[config.mk]
export PLATFORM = sky130hd
export DESIGN_NAME = tms_ctrl
export DESIGN_NICKNAME = d
export VERILOG_FILES = /design/src/verilog/tms_pkg.sv /design/src/verilog/tms_sched_if.sv /design/src/verilog/tms_sched.sv /design/src/verilog/tms_ctrl.sv
export VERILOG_INCLUDE_DIRS = /design/src /design/src/verilog
export SDC_FILE = /design/constraint.sdc
export NUM_CORES = 1
export LEC_CHECK = 0
export BUFFER_PORTS_ARGS = -buffer_cell sky130_fd_sc_hd__buf_2
export CORE_MARGIN = 2
export CORE_UTILIZATION = 35
export CTS_CLUSTER_SIZE = 20
export DETAILED_ROUTE_END_ITERATION = 10
export HOLD_SLACK_MARGIN = 0.05
export PLACE_DENSITY = 0.56
export SYNTH_ARGS = -nofsm -noshare
export SYNTH_HDL_FRONTEND = slang
export SYNTH_SLANG_ARGS = --single-unit
export TNS_END_PERCENT = 30
[constraint.sdc]
create_clock -name clk_i -period 7.7 [get_ports clk_i]
set_clock_uncertainty 0.15 [all_clocks]
set_input_delay 2.31 -clock clk_i [delete_from_list [all_inputs] [get_ports clk_i]]
set_output_delay 2.31 -clock clk_i [all_outputs]
set_load 0.1 [all_outputs]
[src/verilog/tms_cfg.svh]
`ifndef TMS_CFG_SVH
`define TMS_CFG_SVH

// ****************************************
// Register addresses
// ****************************************
`define TMS_ADDR_CFG       16'h28A0
`define TMS_ADDR_GO        16'h28B4
`define TMS_ADDR_RES_HI    16'h2881
`define TMS_ADDR_RES_LO    16'h2882

// ****************************************
// Field positions
// ****************************************
`define TMS_CFG_IVL_HI     2
`define TMS_CFG_IVL_LO     0
`define TMS_CFG_BATT_EN    4
`define TMS_CFG_SUPPLY     6
`define TMS_CFG_BATT_SEL   7
`define TMS_GO_BIT         6
`define TMS_RES_LO_HI      7
`define TMS_RES_LO_LO      5
`define TMS_RES_MSB        10
`define TMS_RES_SPLIT      3

// ****************************************
// Reset values and interval codes
// ****************************************
`define TMS_RST_IVL        3'h0
`define TMS_RST_BIT        1'h0
`define TMS_RST_BYTE       8'h00
`define TMS_RST_RESULT     11'h000
`define TMS_IVL_OFF        3'h0
`define TMS_IVL_CONT       3'h7
`define TMS_IVL_EXP_BASE   4'h3
`define TMS_IVL_MAX_EXP    9

`endif

[src/verilog/tms_pkg.sv]
package tms_pkg;

   typedef enum logic [0:0] {
      TMS_IDLE = 1'b0,
      TMS_MEAS = 1'b1
   } tms_state_t;

   typedef logic [2:0]  tms_ivl_t;
   typedef logic [10:0] tms_result_t;

endpackage : tms_pkg

[src/verilog/tms_sched_if.sv]
`timescale 1ns/1ps
`default_nettype none

// ****************************************
// Link between control and interval timer
// ****************************************
interface tms_sched_if;
   tms_pkg::tms_ivl_t interval;
   logic              sec_tick;
   logic              due_ack;
   logic              due;

   modport ctl   (output interval, output sec_tick, output due_ack, input due);
   modport sched (input interval, input sec_tick, input due_ack, output due);
endinterface : tms_sched_if

`default_nettype wire

[src/verilog/tms_sched.sv]
`timescale 1ns/1ps
`default_nettype none
`include "tms_cfg.svh"

module tms_sched #(
   parameter int CNT_W = 9
) (
   input  wire logic    clk_i,    // System clock
   input  wire logic    rst_b_i,  // Async reset, active low
   tms_sched_if.sched   sif       // Link to control
);

   generate
      if (CNT_W < `TMS_IVL_MAX_EXP) begin : g_chk
         $error("tms_sched: CNT_W too small for longest interval");
      end
   endgenerate

   // ****************************************
   // Last count of a periodic interval
   // ****************************************
   function automatic logic [CNT_W-1:0] last_count(input tms_pkg::tms_ivl_t ivl);
      logic [CNT_W:0] one;
      one = {{CNT_W{1'b0}}, 1'b1};
      last_count = CNT_W'((one << (`TMS_IVL_EXP_BASE + 4'(ivl))) - one);
   endfunction : last_count

   function automatic logic is_periodic(input tms_pkg::tms_ivl_t ivl);
      is_periodic = (ivl != `TMS_IVL_OFF) && (ivl != `TMS_IVL_CONT);
   endfunction : is_periodic

   logic [CNT_W-1:0]  cnt_q;
   logic [CNT_W-1:0]  cnt_d;
   logic              due_q;
   logic              due_d;
   tms_pkg::tms_ivl_t ivl_q;

   always_comb begin
      cnt_d = cnt_q;
      due_d = due_q;
      if (sif.due_ack) begin
         due_d = 1'b0;
      end
      if (sif.interval != ivl_q || !is_periodic(sif.interval)) begin
         cnt_d = '0;
         due_d = 1'b0;
      end else if (sif.sec_tick) begin
         if (cnt_q == last_count(sif.interval)) begin
            cnt_d = '0;
            due_d = 1'b1;
         end else begin
            cnt_d = cnt_q + 1'b1;
         end
      end
   end

   always_ff @(posedge clk_i or negedge rst_b_i) begin
      if (!rst_b_i) begin
         cnt_q <= '0;
         due_q <= `TMS_RST_BIT;
         ivl_q <= `TMS_RST_IVL;
      end else begin
         cnt_q <= cnt_d;
         due_q <= due_d;
         ivl_q <= sif.interval;
      end
   end

   // Continuous mode always asks; a pending due dies with its periodic code
   assign sif.due = (due_q && is_periodic(sif.interval)) || (sif.interval == `TMS_IVL_CONT);

endmodule : tms_sched

`default_nettype wire

[src/verilog/tms_ctrl.sv]
// Overview of operation
// - Interval zero: no auto runs, one-shot allowed
// - Hardware clears one-shot bit on completion
// - Sleep or display-only: one-shot bit ignored
// - Supply select: 1 main, 0 clock battery; low-power modes force clock battery
// - Low-power modes: sensor always powered
// - Battery enable adds battery measurement
// - Battery choice: 1 main, 0 clock battery
// - Eleven-bit read-only result word
//
// The address-and-strobe port was chosen for this implementation.
`timescale 1ns/1ps
`default_nettype none
`include "tms_cfg.svh"

module tms_ctrl #(
   parameter int CNT_W = 9
) (
   input  wire logic        clk_i,                  // System clock, 200 MHz
   input  wire logic        rst_b_i,                // Async reset, active low
   input  wire logic [15:0] addr_i,                 // Register address
   input  wire logic [7:0]  wdata_i,                // Write data
   input  wire logic        wr_i,                   // Write strobe
   input  wire logic        rd_i,                   // Read strobe
   output logic      [7:0]  rdata_o,                // Read data, next cycle
   input  wire logic        sec_tick_i,             // One-second time base pulse
   input  wire logic        sleep_state_i,          // Sleep mode active
   input  wire logic        display_only_state_i,   // Display-only mode active
   input  wire logic        meas_done_i,            // Sensor finished, pulse
   input  wire logic [10:0] meas_result_i,          // Sensor result with done
   output logic             meas_start_o,           // Start sensor, pulse
   output logic             battery_measure_o,      // Also measure battery
   output logic             battery_choice_o,       // 1 main, 0 clock battery
   output logic             sensor_power_on_o,      // Sensor powered
   output logic             main_digital_supply_o   // 1 main supply, 0 clock battery
);

   // ****************************************
   // State
   // ****************************************
   tms_pkg::tms_state_t  state_q;
   tms_pkg::tms_state_t  state_d;
   tms_pkg::tms_ivl_t    ivl_q;
   tms_pkg::tms_ivl_t    ivl_d;
   logic                 batt_en_q;
   logic                 batt_en_d;
   logic                 supply_q;
   logic                 supply_d;
   logic                 batt_sel_q;
   logic                 batt_sel_d;
   logic                 go_q;
   logic                 go_d;
   logic                 oneshot_q;
   logic                 oneshot_d;
   logic                 start_q;
   logic                 start_d;
   logic                 batt_run_q;
   logic                 batt_run_d;
   logic                 batt_chs_q;
   logic                 batt_chs_d;
   tms_pkg::tms_result_t result_q;
   tms_pkg::tms_result_t result_d;
   logic [7:0]           rdata_q;
   logic [7:0]           rdata_d;
   logic                 low_power;
   logic                 wr_cfg;
   logic                 wr_go;

   tms_sched_if sif ();

   tms_sched #(
      .CNT_W (CNT_W)
   ) u_sched (
      .clk_i   (clk_i),
      .rst_b_i (rst_b_i),
      .sif     (sif.sched)
   );

   assign low_power    = sleep_state_i || display_only_state_i;
   assign wr_cfg       = wr_i && (addr_i == `TMS_ADDR_CFG);
   assign wr_go        = wr_i && (addr_i == `TMS_ADDR_GO);
   assign sif.interval = ivl_q;
   assign sif.sec_tick = sec_tick_i;
   assign sif.due_ack  = start_q;

   // ****************************************
   // Configuration and measurement control
   // ****************************************
   always_comb begin
      state_d    = state_q;
      ivl_d      = ivl_q;
      batt_en_d  = batt_en_q;
      supply_d   = supply_q;
      batt_sel_d = batt_sel_q;
      go_d       = go_q;
      oneshot_d  = oneshot_q;
      start_d    = 1'b0;
      batt_run_d = batt_run_q;
      batt_chs_d = batt_chs_q;
      result_d   = result_q;
      if (wr_cfg) begin
         ivl_d      = wdata_i[`TMS_CFG_IVL_HI:`TMS_CFG_IVL_LO];
         batt_en_d  = wdata_i[`TMS_CFG_BATT_EN];
         supply_d   = wdata_i[`TMS_CFG_SUPPLY];
         batt_sel_d = wdata_i[`TMS_CFG_BATT_SEL];
      end
      case (state_q)
         tms_pkg::TMS_IDLE: begin
            if (sif.due && !start_q) begin
               start_d    = 1'b1;
               oneshot_d  = 1'b0;
               state_d    = tms_pkg::TMS_MEAS;
            end else if (ivl_q == `TMS_IVL_OFF && go_q && !low_power) begin
               start_d    = 1'b1;
               oneshot_d  = 1'b1;
               state_d    = tms_pkg::TMS_MEAS;
            end
            batt_run_d = batt_en_q;
            batt_chs_d = batt_sel_q;
         end
         tms_pkg::TMS_MEAS: begin
            if (meas_done_i) begin
               result_d = meas_result_i;
               state_d  = tms_pkg::TMS_IDLE;
               if (oneshot_q) begin
                  go_d = 1'b0;
               end
            end
         end
         default: begin
            state_d = tms_pkg::TMS_IDLE;
         end
      endcase
      // Software set wins over hardware clear
      if (wr_go) begin
         go_d = wdata_i[`TMS_GO_BIT];
      end
   end

   always_ff @(posedge clk_i or negedge rst_b_i) begin
      if (!rst_b_i) begin
         state_q    <= tms_pkg::TMS_IDLE;
         ivl_q      <= `TMS_RST_IVL;
         batt_en_q  <= `TMS_RST_BIT;
         supply_q   <= `TMS_RST_BIT;
         batt_sel_q <= `TMS_RST_BIT;
         go_q       <= `TMS_RST_BIT;
         oneshot_q  <= `TMS_RST_BIT;
         start_q    <= `TMS_RST_BIT;
         batt_run_q <= `TMS_RST_BIT;
         batt_chs_q <= `TMS_RST_BIT;
         result_q   <= `TMS_RST_RESULT;
      end else begin
         state_q    <= state_d;
         ivl_q      <= ivl_d;
         batt_en_q  <= batt_en_d;
         supply_q   <= supply_d;
         batt_sel_q <= batt_sel_d;
         go_q       <= go_d;
         oneshot_q  <= oneshot_d;
         start_q    <= start_d;
         batt_run_q <= batt_run_d;
         batt_chs_q <= batt_chs_d;
         result_q   <= result_d;
      end
   end

   // ****************************************
   // Register read port
   // ****************************************
   always_comb begin
      rdata_d = `TMS_RST_BYTE;
      if (rd_i) begin
         case (addr_i)
            `TMS_ADDR_CFG: begin
               rdata_d[`TMS_CFG_IVL_HI:`TMS_CFG_IVL_LO] = ivl_q;
               rdata_d[`TMS_CFG_BATT_EN]                = batt_en_q;
               rdata_d[`TMS_CFG_SUPPLY]                 = supply_q;
               rdata_d[`TMS_CFG_BATT_SEL]               = batt_sel_q;
            end
            `TMS_ADDR_GO: begin
               rdata_d[`TMS_GO_BIT] = go_q;
            end
            `TMS_ADDR_RES_HI: begin
               rdata_d = result_q[`TMS_RES_MSB:`TMS_RES_SPLIT];
            end
            `TMS_ADDR_RES_LO: begin
               rdata_d[`TMS_RES_LO_HI:`TMS_RES_LO_LO] = result_q[`TMS_RES_SPLIT-1:0];
            end
            default: begin
               rdata_d = `TMS_RST_BYTE;
            end
         endcase
      end
   end

   always_ff @(posedge clk_i or negedge rst_b_i) begin
      if (!rst_b_i) begin
         rdata_q <= `TMS_RST_BYTE;
      end else begin
         rdata_q <= rdata_d;
      end
   end

   // ****************************************
   // Outputs
   // ****************************************
   assign rdata_o               = rdata_q;
   assign meas_start_o          = start_q;
   assign battery_measure_o     = batt_run_q;
   assign battery_choice_o      = batt_chs_q;
   assign main_digital_supply_o = supply_q && !low_power;
   assign sensor_power_on_o     = low_power || (state_q == tms_pkg::TMS_MEAS) || start_q;

endmodule : tms_ctrl

`default_nettype wire

### After elaboration in Yosys (flattened, before gate mapping)

Index checks and enable logic that the tools add are counted.

* multiplexer cells: 25
* eq/ne operators: 8
* shift operators: 1
* add/subtract/negate cells: 3
* bitwise gates (word level): 1
* reduce and logical (&&, ||, !) cells: 26

Operator list (number)
* == test 16 x 14 -> 1 bit, second input constant: 4
* 2-to-1 mux 9 bit: 3
* 2-to-1 mux 1 bit: 15
* nonzero test 2 bit: 5
* adder 9 x 1 -> 9 bit, second input constant: 1
* == test 9 bit: 1
* left shift 1 x 4 -> 9 bit, first input constant: 1
* subtractor 9 x 1 -> 9 bit, second input constant: 1
* logical AND 1 bit: 8
* 2-to-1 mux 8 bit: 1
* one-hot mux 1 bit (2 select lines): 3
* one-hot mux 3 bit (2 select lines): 1
* logical OR 1 bit: 5
* adder 2 x 3 -> 4 bit, first input constant: 1
* one-hot mux 1 bit (4 select lines): 1
* AND reduction 2 bit: 2
* == test 3 bit, second input constant: 1
* zero test 1 bit: 3
* zero test 3 bit: 1
* != test 3 bit: 1
* != test 3 bit, second input constant: 1
* one-hot mux 1 bit (3 select lines): 1
* AND reduction 3 bit: 1
* nonzero test 3 bit: 1
* inverter 1 bit: 1

* output and inout bits: 13
* flip-flop bits (word level): 44
* logic and storage cells: 79

### Depth between registers and ports, before layout

Gate-level depths: netlist (run 1).

* depth in word-level cells: 7
* gate-level depth with buffers: 8
* gate-level depth less buffers: 7

### Modules after synthesis

A second synthesis (run 1) with hierarchy kept.

* cells, all modules: 194
* area, all modules: 2178.3 sq um

By module, submodules not included
* tms_ctrl: area each 1366.3 sq um, seq. area each 775.7 sq um, instances 1, cells each 104
* tms_sched: area each 812.0 sq um, seq. area each 325.3 sq um, instances 1, cells each 90

### Least setup slack after synthesis (run 1)

Ideal clock, no wire load.

* path type: input to output
* start point: input port display_only_state_i
* end point: output port main_digital_supply_o
* path slack: 0.718 ns
* required time: 5.240 ns
* arrival: 4.522 ns
* path buffers: 0
* cell stages on the path: 1
* path through: nor3b_1

* word-level cells in the longest chain between the ends: 3

RTL lines
* start: declaration: line tms_ctrl.sv:28 `input wire logic display_only_state_i,`
* logical OR 1 bit: line tms_ctrl.sv:79 `assign low_power = sleep_state_i || display_only_state_i;`
* zero test 1 bit: line tms_ctrl.sv:212 `assign main_digital_supply_o = supply_q && !low_power;`
* logical AND 1 bit: line tms_ctrl.sv:212
* end: declaration: line tms_ctrl.sv:35 `output logic main_digital_supply_o`

No other way between the ends.

### Worst setup path after layout (run 1)

* start point: input port display_only_state_i
* end point: output port sensor_power_on_o

* word-level cells in the longest chain between the ends: 3

RTL lines
* logical OR 1 bit: line tms_ctrl.sv:79
* logical OR 1 bit (2 in a row): line tms_ctrl.sv:213 `assign sensor_power_on_o = low_power || (state_q == tms_pkg::TMS_MEAS) || start_q;`
* end: declaration: line tms_ctrl.sv:34 `output logic sensor_power_on_o,`

No other way between the ends.

==> impl_metrics.env, run 1 <==
export IMPL_worst_ep_arrival_time_ns=3.22
export IMPL_period_needed_ns=5.68
export IMPL_hold_viol=0
export IMPL_grt_setup_unrepaired="no"
export IMPL_crit_family="simple AND/OR/NAND/NOR gates"
export IMPL_syn_num_nets=250
export IMPL_io_pins=56
export IMPL_period_share=0.738
export IMPL_start_util=0.358
export IMPL_synth_compound_area_frac=0.139
export IMPL_grt_pass1_vias=1836
export IMPL_final_util=0.423
export IMPL_cpMaxStageDelayCell="or4_1"
export IMPL_drc_errors=0
export IMPL_antenna_cells=0
export IMPL_hold_path_class="flop to flop"
export IMPL_area_growth_pct=18.1
export IMPL_cp_cell_sequence="buf_2 -> or4_1 -> buf_2"
export IMPL_fmax_mhz=176
export IMPL_grt_ovfl_total=0
export IMPL_crit_buf_inv=2
export IMPL_cp_end_kind="output pin"
export IMPL_clockBufferDepth=2
export IMPL_path_max_fanout=3
export IMPL_synth_mux_area_frac=0.108
export IMPL_yosys_warnings=0
export IMPL_synth_edf_count=0
export IMPL_cts_max_level=2
export IMPL_synth_cell_type_count=52
export IMPL_fin_hold_ws_ns=0.344
export IMPL_num_fill_cells=640
export IMPL_coreArea_sq_um=6310
export IMPL_grt_pass1_wl_mm=8.65
export IMPL_setup_violations=0
export IMPL_syn_area_sq_um=2260
export IMPL_cap_viol_max_count=0
export IMPL_placementRows=29
export IMPL_die_area_sq_um=7120
export IMPL_cts_buffers=5
export IMPL_ys_flop_type="dfrtp_1"
export IMPL_final_layout_size_suffix_gt1_frac=0.358
export IMPL_avgSynthCellArea_sq_um=11.0
export IMPL_synthArstFlopShare=1.00
export IMPL_synth_xor_area_frac=0.0271
export IMPL_first_iter_violations=138
export IMPL_cellPowerDensity_nw_per_um2=198
export IMPL_cts_root_buf="clkbuf_8"
export IMPL_antenna_found_initial=0
export IMPL_synthSimpleGateAreaFrac=0.195
export IMPL_cts_tree="done"
export IMPL_io_buffers=53
export IMPL_gp_congestion=0.777
export IMPL_die_h_microns=84.4
export IMPL_start_kind="input port"
export IMPL_max_stage_delay_ns=0.50
export IMPL_power_leakage_nw=1.24
export IMPL_ys_ff_latch=44
export IMPL_routed_via_density=5.30
export IMPL_grt_max_degree=45
export IMPL_via_count=1769
export IMPL_insertion_delay_ns=0.29
export IMPL_drtAntennaViolNets=0
export IMPL_drv_slew=0
export IMPL_routed_wl_mm=4.93
export IMPL_track_usage=0.149
export IMPL_netlist_instances=205
export IMPL_cts_sinks=44
export IMPL_cts_resized=0
export IMPL_path_common_cell="buf_2"
export IMPL_required_ns=5.24
export IMPL_drtPass1Iterations=4
export IMPL_synthAdderAreaFrac=0.0111
export IMPL_ir_drop_v=0.000110
export IMPL_dpl_hpwl_mm=3.52
export IMPL_slew_headroom=0.317
export IMPL_seq_area_frac_synth=0.487
export IMPL_post_cts_buffers=0
export IMPL_crit_type="input port to output pin"
export IMPL_outcome="finished, final reports clean"
export IMPL_post_drt_wl_per_cell_microns=14.8
export IMPL_cts_hold_buf=0
export IMPL_clkTransAtPathRegs_ns=0.09
export IMPL_tns_ns=0
export IMPL_nets=301
export IMPL_timing_reg2reg_setup_slack_ns=4.82
export IMPL_die_x_microns=84.4
export IMPL_synth_top_family_by_area="simple AND/OR/NAND/NOR gates"
export IMPL_tightest_slew_ns=1.03
-- synthesized netlist by cell type (2+ instances only) --
library cell,instances,share of area
and3_1,4,0.011
dfrtp_1,44,0.49
xnor2_1,3,0.012
nor4b_1,2,0.0077
o21a_1,2,0.0066
nor2_1,16,0.027
xor2_1,4,0.015
nand2_1,18,0.030
a211oi_1,3,0.010
a22oi_1,7,0.023
and2_1,2,0.0055
nand2b_1,2,0.0055
mux2_2,19,0.095
a21oi_1,4,0.0088
buf_2,2,0.0044
nor3b_2,3,0.017
nand4_1,2,0.0055
a21o_1,2,0.0066
nor3_1,5,0.011
or3_1,2,0.0055
clkbuf_1,2,0.0033
inv_1,3,0.0050
o221ai_2,2,0.013
nor3b_1,5,0.017
mux2i_1,3,0.013
o21ai_0,5,0.011
nor4_1,3,0.0083
ha_1,2,0.011
nand3_1,7,0.015
or4_1,3,0.010
buf_6,3,0.015
-- path summary, 6_finish.rpt --
path                                      startpoint                end  cells past startpoint
worst max register to register              ivl_q[0]   u_sched.cnt_q[3]                      7
min in group asynchronous                    rst_b_i   u_sched.cnt_q[4]                      1
worst min-delay path                     result_q[6]         rdata_o[3]                      2
max in group asynchronous                    rst_b_i        result_q[7]                      1
worst min register to register           result_q[6]         rdata_o[3]                      2
worst max-delay path            display_only_state_i  sensor_power_on_o                      3
-- per-layer routing --
metal | global-route usage | wire length [microns] | vias up
met5 | 0 | 0 | -
li1 | - | - | 853
met2 | 0.247 | 2380 | 50
met1 | 0.197 | 2250 | 864
met3 | 0.0374 | 278 | 2
met4 | 0.0390 | 22 | 0
-- tightest hold or removal path, cell delays in order (launching register included) --
cell     delay, ns
dfrtp_1       0.38
nand2_1       0.06
nor2_1        0.03
-- sequential cells by signal (all words and copies together), names as in the netlist --
name and count:
result_q 11, u_sched.cnt_q 9, rdata_o 8, ivl_q 3, u_sched.ivl_q 3, batt_en_q 1, batt_sel_q 1, battery_choice_o 1
battery_measure_o 1, go_q 1, meas_start_o 1, oneshot_q 1, state_q 1, supply_q 1, u_sched.due_q 1
-- logic make-up (layout without fill, tap and decap cells) --
group                      count (synthesis)  after routing
and+or+nand+nor                           79             79
DFF                                       44             44
AOI/OAI and AO/OA                         39             39
muxes                                     22             22
buffers and inverters                     12             64
xor gates and xnor gates                   7              7
adders and majority gates                  2              2
-- cells in the final DEF, fill, tap and decap left out, drive strengths merged, types with 2 or more instances in the layout --
cell / n
nand2: 18
a21o: 2
xnor2: 3
nand3: 7
nand4: 2
and2: 3
nor4: 3
nor2: 16
and3: 5
a211oi: 3
or4: 4
a21oi: 5
dfrtp: 44
o221ai: 3
mux2: 19
nor4b: 2
mux2i: 3
o21ai: 6
o21a: 2
ha: 2
a21boi: 2
nand2b: 2
or3: 2
buf: 53
nor3: 5
xor2: 4
clkbuf: 5
a22oi: 7
inv: 3
nor3b: 8
-- stage by stage --
stage	std cells	power, mW	instance area, sq um	worst slack (ns)
floorplan	205	0.327	2260	0.718
global placement	326	0.352	2560	2.03
detailed placement	326	0.355	2560	2.01
CTS	334	0.534	2670	2.01
global route	334	0.559	2670	1.97
finish	334	0.528	2670	2.02
-- area by class of cell --
| cell class | instances | area, sq um | area share |
|---|---|---|---|
| inverter | 3 | 11.3 | 0.00422 |
| clock inverter | 3 | 42.5 | 0.0159 |
| tap | 77 | 96.3 | 0.0361 |
| clock buffer | 5 | 68.8 | 0.0258 |
| sequential | 44 | 1100 | 0.412 |
| timing repair buffer | 53 | 265 | 0.0993 |
| multi-input combinational | 149 | 1090 | 0.407 |
-- power by group --
group	switching [mW]	total [mW]	internal [mW]	leakage (nW)
logic	0.0379	0.0769	0.0390	0.603
registers	0.0234	0.274	0.250	0.578
clock network	0.0817	0.178	0.0961	0.0541
No activity file was read; power rests on OpenSTA's default activity.
==> inputs of run 2 (changes only) <==
ABC_AREA = 1   (was unset)
clock period = 5.65 ns   (was 7.7 ns; I/O delays follow)
==> run 2 against run 1 <==
Die area is 1.4% higher. Worst setup slack worse by 0.63 ns. Critical endpoint is now main_digital_supply_o. Cell count is 24% higher. Core utilization is 0.68 points higher.
==> impl_metrics.env, run 2 <==
export IMPL_routed_wl_mm=4.79
export IMPL_seq_area_frac_synth=0.480
export IMPL_track_usage=0.147
export IMPL_fin_hold_ws_ns=0.334
export IMPL_synth_top_cells_by_area="dfrtp_1 48%, nand2_1 12%, nand3_1 7.0%"
export IMPL_switchingPower_mw=0.140
export IMPL_cp_end_kind="output pin"
export IMPL_met3_usage=0.0340
export IMPL_antenna_found_initial=0
export IMPL_dpl_hpwl_mm=3.63
export IMPL_cpMaxStageDelayCell="buf_2"
export IMPL_via_count=1951
export IMPL_post_drt_wl_per_cell_microns=11.5
export IMPL_grt_pass1_vias=1857
export IMPL_final_common_cell="nand2_1"
export IMPL_cts_max_level=2
export IMPL_final_util=0.430
export IMPL_use_met1=0.203
export IMPL_first_iter_violations=88
export IMPL_routed_via_density=4.70
export IMPL_required_ns=3.81
export IMPL_cts_root_buf="clkbuf_8"
export IMPL_synth_common_cells="76 x nand2_1, 44 x dfrtp_1, 33 x inv_1"
export IMPL_grt_setup_unrepaired="no"
export IMPL_insertion_delay_ns=0.30
export IMPL_cap_viol_max_count=0
export IMPL_start_kind="input port"
export IMPL_drv_slew=0
export IMPL_p_int_mw=0.471
export IMPL_start_util=0.361
export IMPL_synthArstFlopShare=1.00
export IMPL_syn_num_nets=327
export IMPL_setup_violations=0
export IMPL_hold_path_class="flop to flop"
export IMPL_synth_top_area_cell="dfrtp_1"
export IMPL_seqPwrFrac=0.531
export IMPL_clkTransAtPathRegs_ns=0.09
export IMPL_io_pins=56
export IMPL_ys_flop_type="dfrtp_1"
export IMPL_pwr_share_clk=0.410
export IMPL_tightest_slew_ns=0.961
export IMPL_worst_ep_arrival_time_ns=2.42
export IMPL_final_layout_size_suffix_gt1_frac=0.246
export IMPL_power_total_mw=0.611
export IMPL_syn_area_sq_um=2290
export IMPL_synth_top_area_frac=0.480
export IMPL_yosys_warnings=0
export IMPL_path_max_fanout=2
export IMPL_grt_ovfl_total=0
export IMPL_cts_hold_buf=0
export IMPL_largest_register_ffs=11
export IMPL_clockBufferDepth=2
export IMPL_swShare=0.229
export IMPL_cts_sinks=44
export IMPL_path_common_cell="buf_2"
export IMPL_area_growth_pct=19.0
export IMPL_max_stage_delay_ns=0.45
export IMPL_fmax_mhz=234
export IMPL_cellPowerDensity_nw_per_um2=224
export IMPL_die_x_microns=85.0
export IMPL_period_share=0.755
export IMPL_hold_viol=0
export IMPL_coreArea_sq_um=6350
export IMPL_synth_most_common_cell="nand2_1"
export IMPL_placementRows=29
export IMPL_drtAntennaViolNets=0
export IMPL_io_buffers=53
export IMPL_synth_edf_count=0
export IMPL_design_area_sq_um=2730
export IMPL_grt_busiest_layer="met2"
export IMPL_p_comb_frac=0.059
export IMPL_ys_ff_latch=44
export IMPL_antenna_cells=0
export IMPL_power_leakage_nw=1.45
export IMPL_die_area_sq_um=7220
export IMPL_die_h_microns=85.0
export IMPL_drc_errors=0
export IMPL_post_cts_buffers=0
export IMPL_drtPass1Iterations=4
export IMPL_slew_headroom=0.359
export IMPL_cp_cell_sequence="buf_2 -> nor3_1 -> buf_2"
export IMPL_nets=382
export IMPL_period_needed_ns=4.26
export IMPL_use_met2=0.227
export IMPL_ir_drop_v=0.000125
export IMPL_final_cell_mix="76 x nand2_1, 53 x buf_2, 44 x dfrtp_1, 33 x inv_1, 32 x nand3_1"
export IMPL_avgSynthCellArea_sq_um=8.14
export IMPL_crit_type="input port to output pin"
export IMPL_cts_buffers=5
export IMPL_netlist_instances=282
export IMPL_synth_cell_type_count=28
export IMPL_tns_ns=0
export IMPL_grt_max_degree=45
export IMPL_outcome="finished, final reports clean"
export IMPL_cts_tree="done"
export IMPL_place_area_sq_um=2620
export IMPL_top_register="result_q"
export IMPL_grt_pass1_wl_mm=8.46
export IMPL_gp_congestion=0.844
export IMPL_cts_resized=0
==> run 2: per-layer routing <==
metal / wire (microns) / vias to the layer above
li1: - / 1016
met1: 2400 / 877
met2: 2060 / 52
met3: 262 / 6
met4: 68 / 0
met5: 0 / -
==> run 2: kinds of logic (layout without fill, tap and decap cells) <==
group	count (synthesis)	in the layout	share of synthesized area
AOI/OAI and AO/OA	21	21	0.0567
DFF	44	44	0.480
xor gates and xnor gates	5	5	0.0191
muxes	9	9	0.0442
adders and majority gates	2	2	0.0109
buffers and inverters	42	98	0.0796
and+or+nand+nor	159	159	0.310
==> run 2: power by group through the flow <==
stage               logic, mW  clock network, mW  registers [mW]
floorplan              0.0146                  0           0.330
global placement       0.0368                  0           0.331
detailed placement     0.0375                  0           0.331
CTS                    0.0376              0.256           0.324
global route           0.0415              0.268           0.325
finish                 0.0363              0.251           0.324
==> run 2: area by class of cell <==
type                            count  area, sq um
Tap cell                           77         96.3
Sequential cell                    44         1100
Clock buffer                        5         68.8
Clock inverter                      3         46.3
Inverter                           37          141
Fill cell                         635         3620
Multi-Input combinational cell    196         1010
Timing Repair Buffer               53          265
==> run 2: worst paths after layout <==
kind,depth (start not counted),slack (ns),endpoint,start
min in group asynchronous,1,1.39,result_q[10],rst_b_i
worst max-delay path,3,1.39,main_digital_supply_o,display_only_state_i
max in group asynchronous,1,3.36,u_sched.cnt_q[1],rst_b_i
worst max register to register,12,3.42,u_sched.cnt_q[3],ivl_q[1]
worst min register to register,2,0.33,rdata_o[2],result_q[5]
worst min-delay path,2,0.33,rdata_o[2],result_q[5]
==> run 2: per-stage QoR <==
step,std cells,worst slack (ns)
after global placement,407,1.40
final,415,1.39
after CTS,415,1.37
after floorplan,282,0.0117
after global routing,415,1.32
after detailed placement,407,1.38
==> run 2: critical path, delay by kind of cell <==
family	cells	cell delay, ns
AND/OR/NAND/NOR	1	0.17
buffers and inverters	2	0.55
==> inputs of run 3 (changes only) <==
PLACE_DENSITY = 0.58   (was 0.56)
clock period = 3.8 ns   (was 5.65 ns; I/O delays follow)
==> run 3 against run 2 <==
Worst hold slack got worse by 0.0031 ns. Sequential share of layout area fell by 0.074 points. Die area unchanged. Total power increased by 49%. First-iteration DRC count down 13%. Critical endpoint unchanged. Largest power group unchanged.
==> impl_metrics.env, run 3 (synthesized netlist as in run 2, its figures left out) <==
export IMPL_outcome="finished, final reports clean"
export IMPL_tightest_slew_ns=0.968
export IMPL_crit_family="buffers and inverters"
export IMPL_insertion_delay_ns=0.30
export IMPL_cts_hold_buf=0
export IMPL_grt_busiest_layer="met2"
export IMPL_track_usage=0.152
export IMPL_fin_cells=415
export IMPL_placementRows=29
export IMPL_use_met1=0.198
export IMPL_drtAntennaViolNets=0
export IMPL_post_drt_wl_per_cell_microns=12.3
export IMPL_slew_headroom=0.355
export IMPL_crit_buf_inv=2
export IMPL_r2r_start="ivl_q[1]"
export IMPL_grt_setup_unrepaired="no"
export IMPL_die_x_microns=85.0
export IMPL_dp_worst_setup_slack_ns=0.655
export IMPL_power_total_mw=0.909
export IMPL_via_count=1971
export IMPL_grt_max_degree=45
export IMPL_worstHoldStart="supply_q"
export IMPL_coreArea_sq_um=6350
export IMPL_setup_ws_ns=0.652
export IMPL_ir_drop_v=0.000162
export IMPL_drv_slew=0
export IMPL_clockBufferDepth=2
export IMPL_start_util=0.361
export IMPL_hold_path_class="flop to flop"
export IMPL_final_common_cell="nand2_1"
export IMPL_drtPass1Iterations=4
export IMPL_met3_usage=0.0360
export IMPL_nets=382
export IMPL_antenna_cells=0
export IMPL_dp_cells=407
export IMPL_critPathLaunch="display_only_state_i"
export IMPL_cts_buffers=5
export IMPL_clkTransAtPathRegs_ns=0.09
export IMPL_gp_congestion=0.787
export IMPL_hold_viol=0
export IMPL_tns_ns=0
export IMPL_cts_root_buf="clkbuf_8"
export IMPL_start_kind="input port"
export IMPL_final_layout_size_suffix_gt1_frac=0.249
export IMPL_cts_max_level=2
export IMPL_io_pins=56
export IMPL_largest_register_ffs=11
export IMPL_io_buffers=53
export IMPL_cellPowerDensity_nw_per_um2=332
export IMPL_period_share=0.828
export IMPL_die_h_microns=85.0
export IMPL_cp_end_kind="output pin"
export IMPL_cp_cell_sequence="buf_2 -> nor3_2 -> buf_2"
export IMPL_drc_errors=0
export IMPL_grt_pass1_wl_mm=8.92
export IMPL_worst_ep_arrival_time_ns=1.86
export IMPL_use_met2=0.255
export IMPL_cts_tree="done"
export IMPL_antenna_found_initial=0
export IMPL_period_needed_ns=3.15
export IMPL_final_cell_mix="76 x nand2_1, 53 x buf_2, 44 x dfrtp_1, 33 x inv_1, 32 x nand3_1"
export IMPL_fin_hold_ws_ns=0.331
export IMPL_fmax_mhz=318
export IMPL_path_max_fanout=2
export IMPL_grt_ovfl_total=0
export IMPL_cts_resized=0
export IMPL_area_growth_pct=19.2
export IMPL_grt_pass1_vias=1969
export IMPL_post_cts_buffers=0
export IMPL_first_iter_violations=77
export IMPL_routed_wl_mm=5.11
export IMPL_max_stage_delay_ns=0.44
export IMPL_path_common_cell="buf_2"
export IMPL_cpMaxStageDelayCell="buf_2"
export IMPL_top_register="result_q"
export IMPL_setup_violations=0
export IMPL_required_ns=2.51
export IMPL_die_area_sq_um=7220
export IMPL_cts_sinks=44
export IMPL_crit_type="input port to output pin"
export IMPL_dpl_hpwl_mm=3.86
export IMPL_power_leakage_nw=1.45
export IMPL_cap_viol_max_count=0
export IMPL_routed_via_density=4.75
export IMPL_num_fill_cells=641
## run 3: cell counts in the layout (fill, tap and decap cells not counted)
No cell type changed its count.
## run 3: area by class of cell
cell class / instances / area (sq um) / area share
sequential: 44 / 1100 / 0.403
multi-input combinational: 196 / 1020 / 0.371
timing repair buffer: 53 / 265 / 0.0970
inverter: 37 / 141 / 0.0517
tap: 77 / 96.3 / 0.0352
clock buffer: 5 / 68.8 / 0.0252
clock inverter: 3 / 46.3 / 0.0169
## run 3: worst register-to-register path: cells and delay by family, from the launching register on
family                     cells  cell delay, ns
buffers and inverters          2            0.17
DFF                            1            0.62
adders and majority gates      1            0.32
and+or+nand+nor                9            0.88
## run 3: through the flow
stage	utilization	cell area [sq um]
finish	0.431	2740
floorplan	-	2300
CTS	0.431	2740
detailed placement	0.413	2620
global placement	0.413	2620
global route	0.431	2740
## run 3: final timing paths
path,to,slack [ns],cells after the start
worst max-delay path,main_digital_supply_o,0.65,3
worst min-delay path,supply_q,0.33,2
worst max register to register,u_sched.cnt_q[8],1.55,12
worst min register to register,supply_q,0.33,2
max in group asynchronous,u_sched.due_q,2.05,1
min in group asynchronous,u_sched.cnt_q[5],0.83,1
## run 3: routing by layer
metal	up-vias	wire length, microns
met3	8	163
met4	0	101
met5	-	0
li1	1016	-
met2	32	2350
met1	915	2490
## run 3: power breakdown
part	internal (mW)	leakage, nW	total (mW)	switching [mW]
Clock	0.198	0.0548	0.371	0.173
Combinational	0.0246	0.805	0.0555	0.0309
Sequential	0.478	0.594	0.482	0.00457
Total	0.701	1.45	0.909	0.208
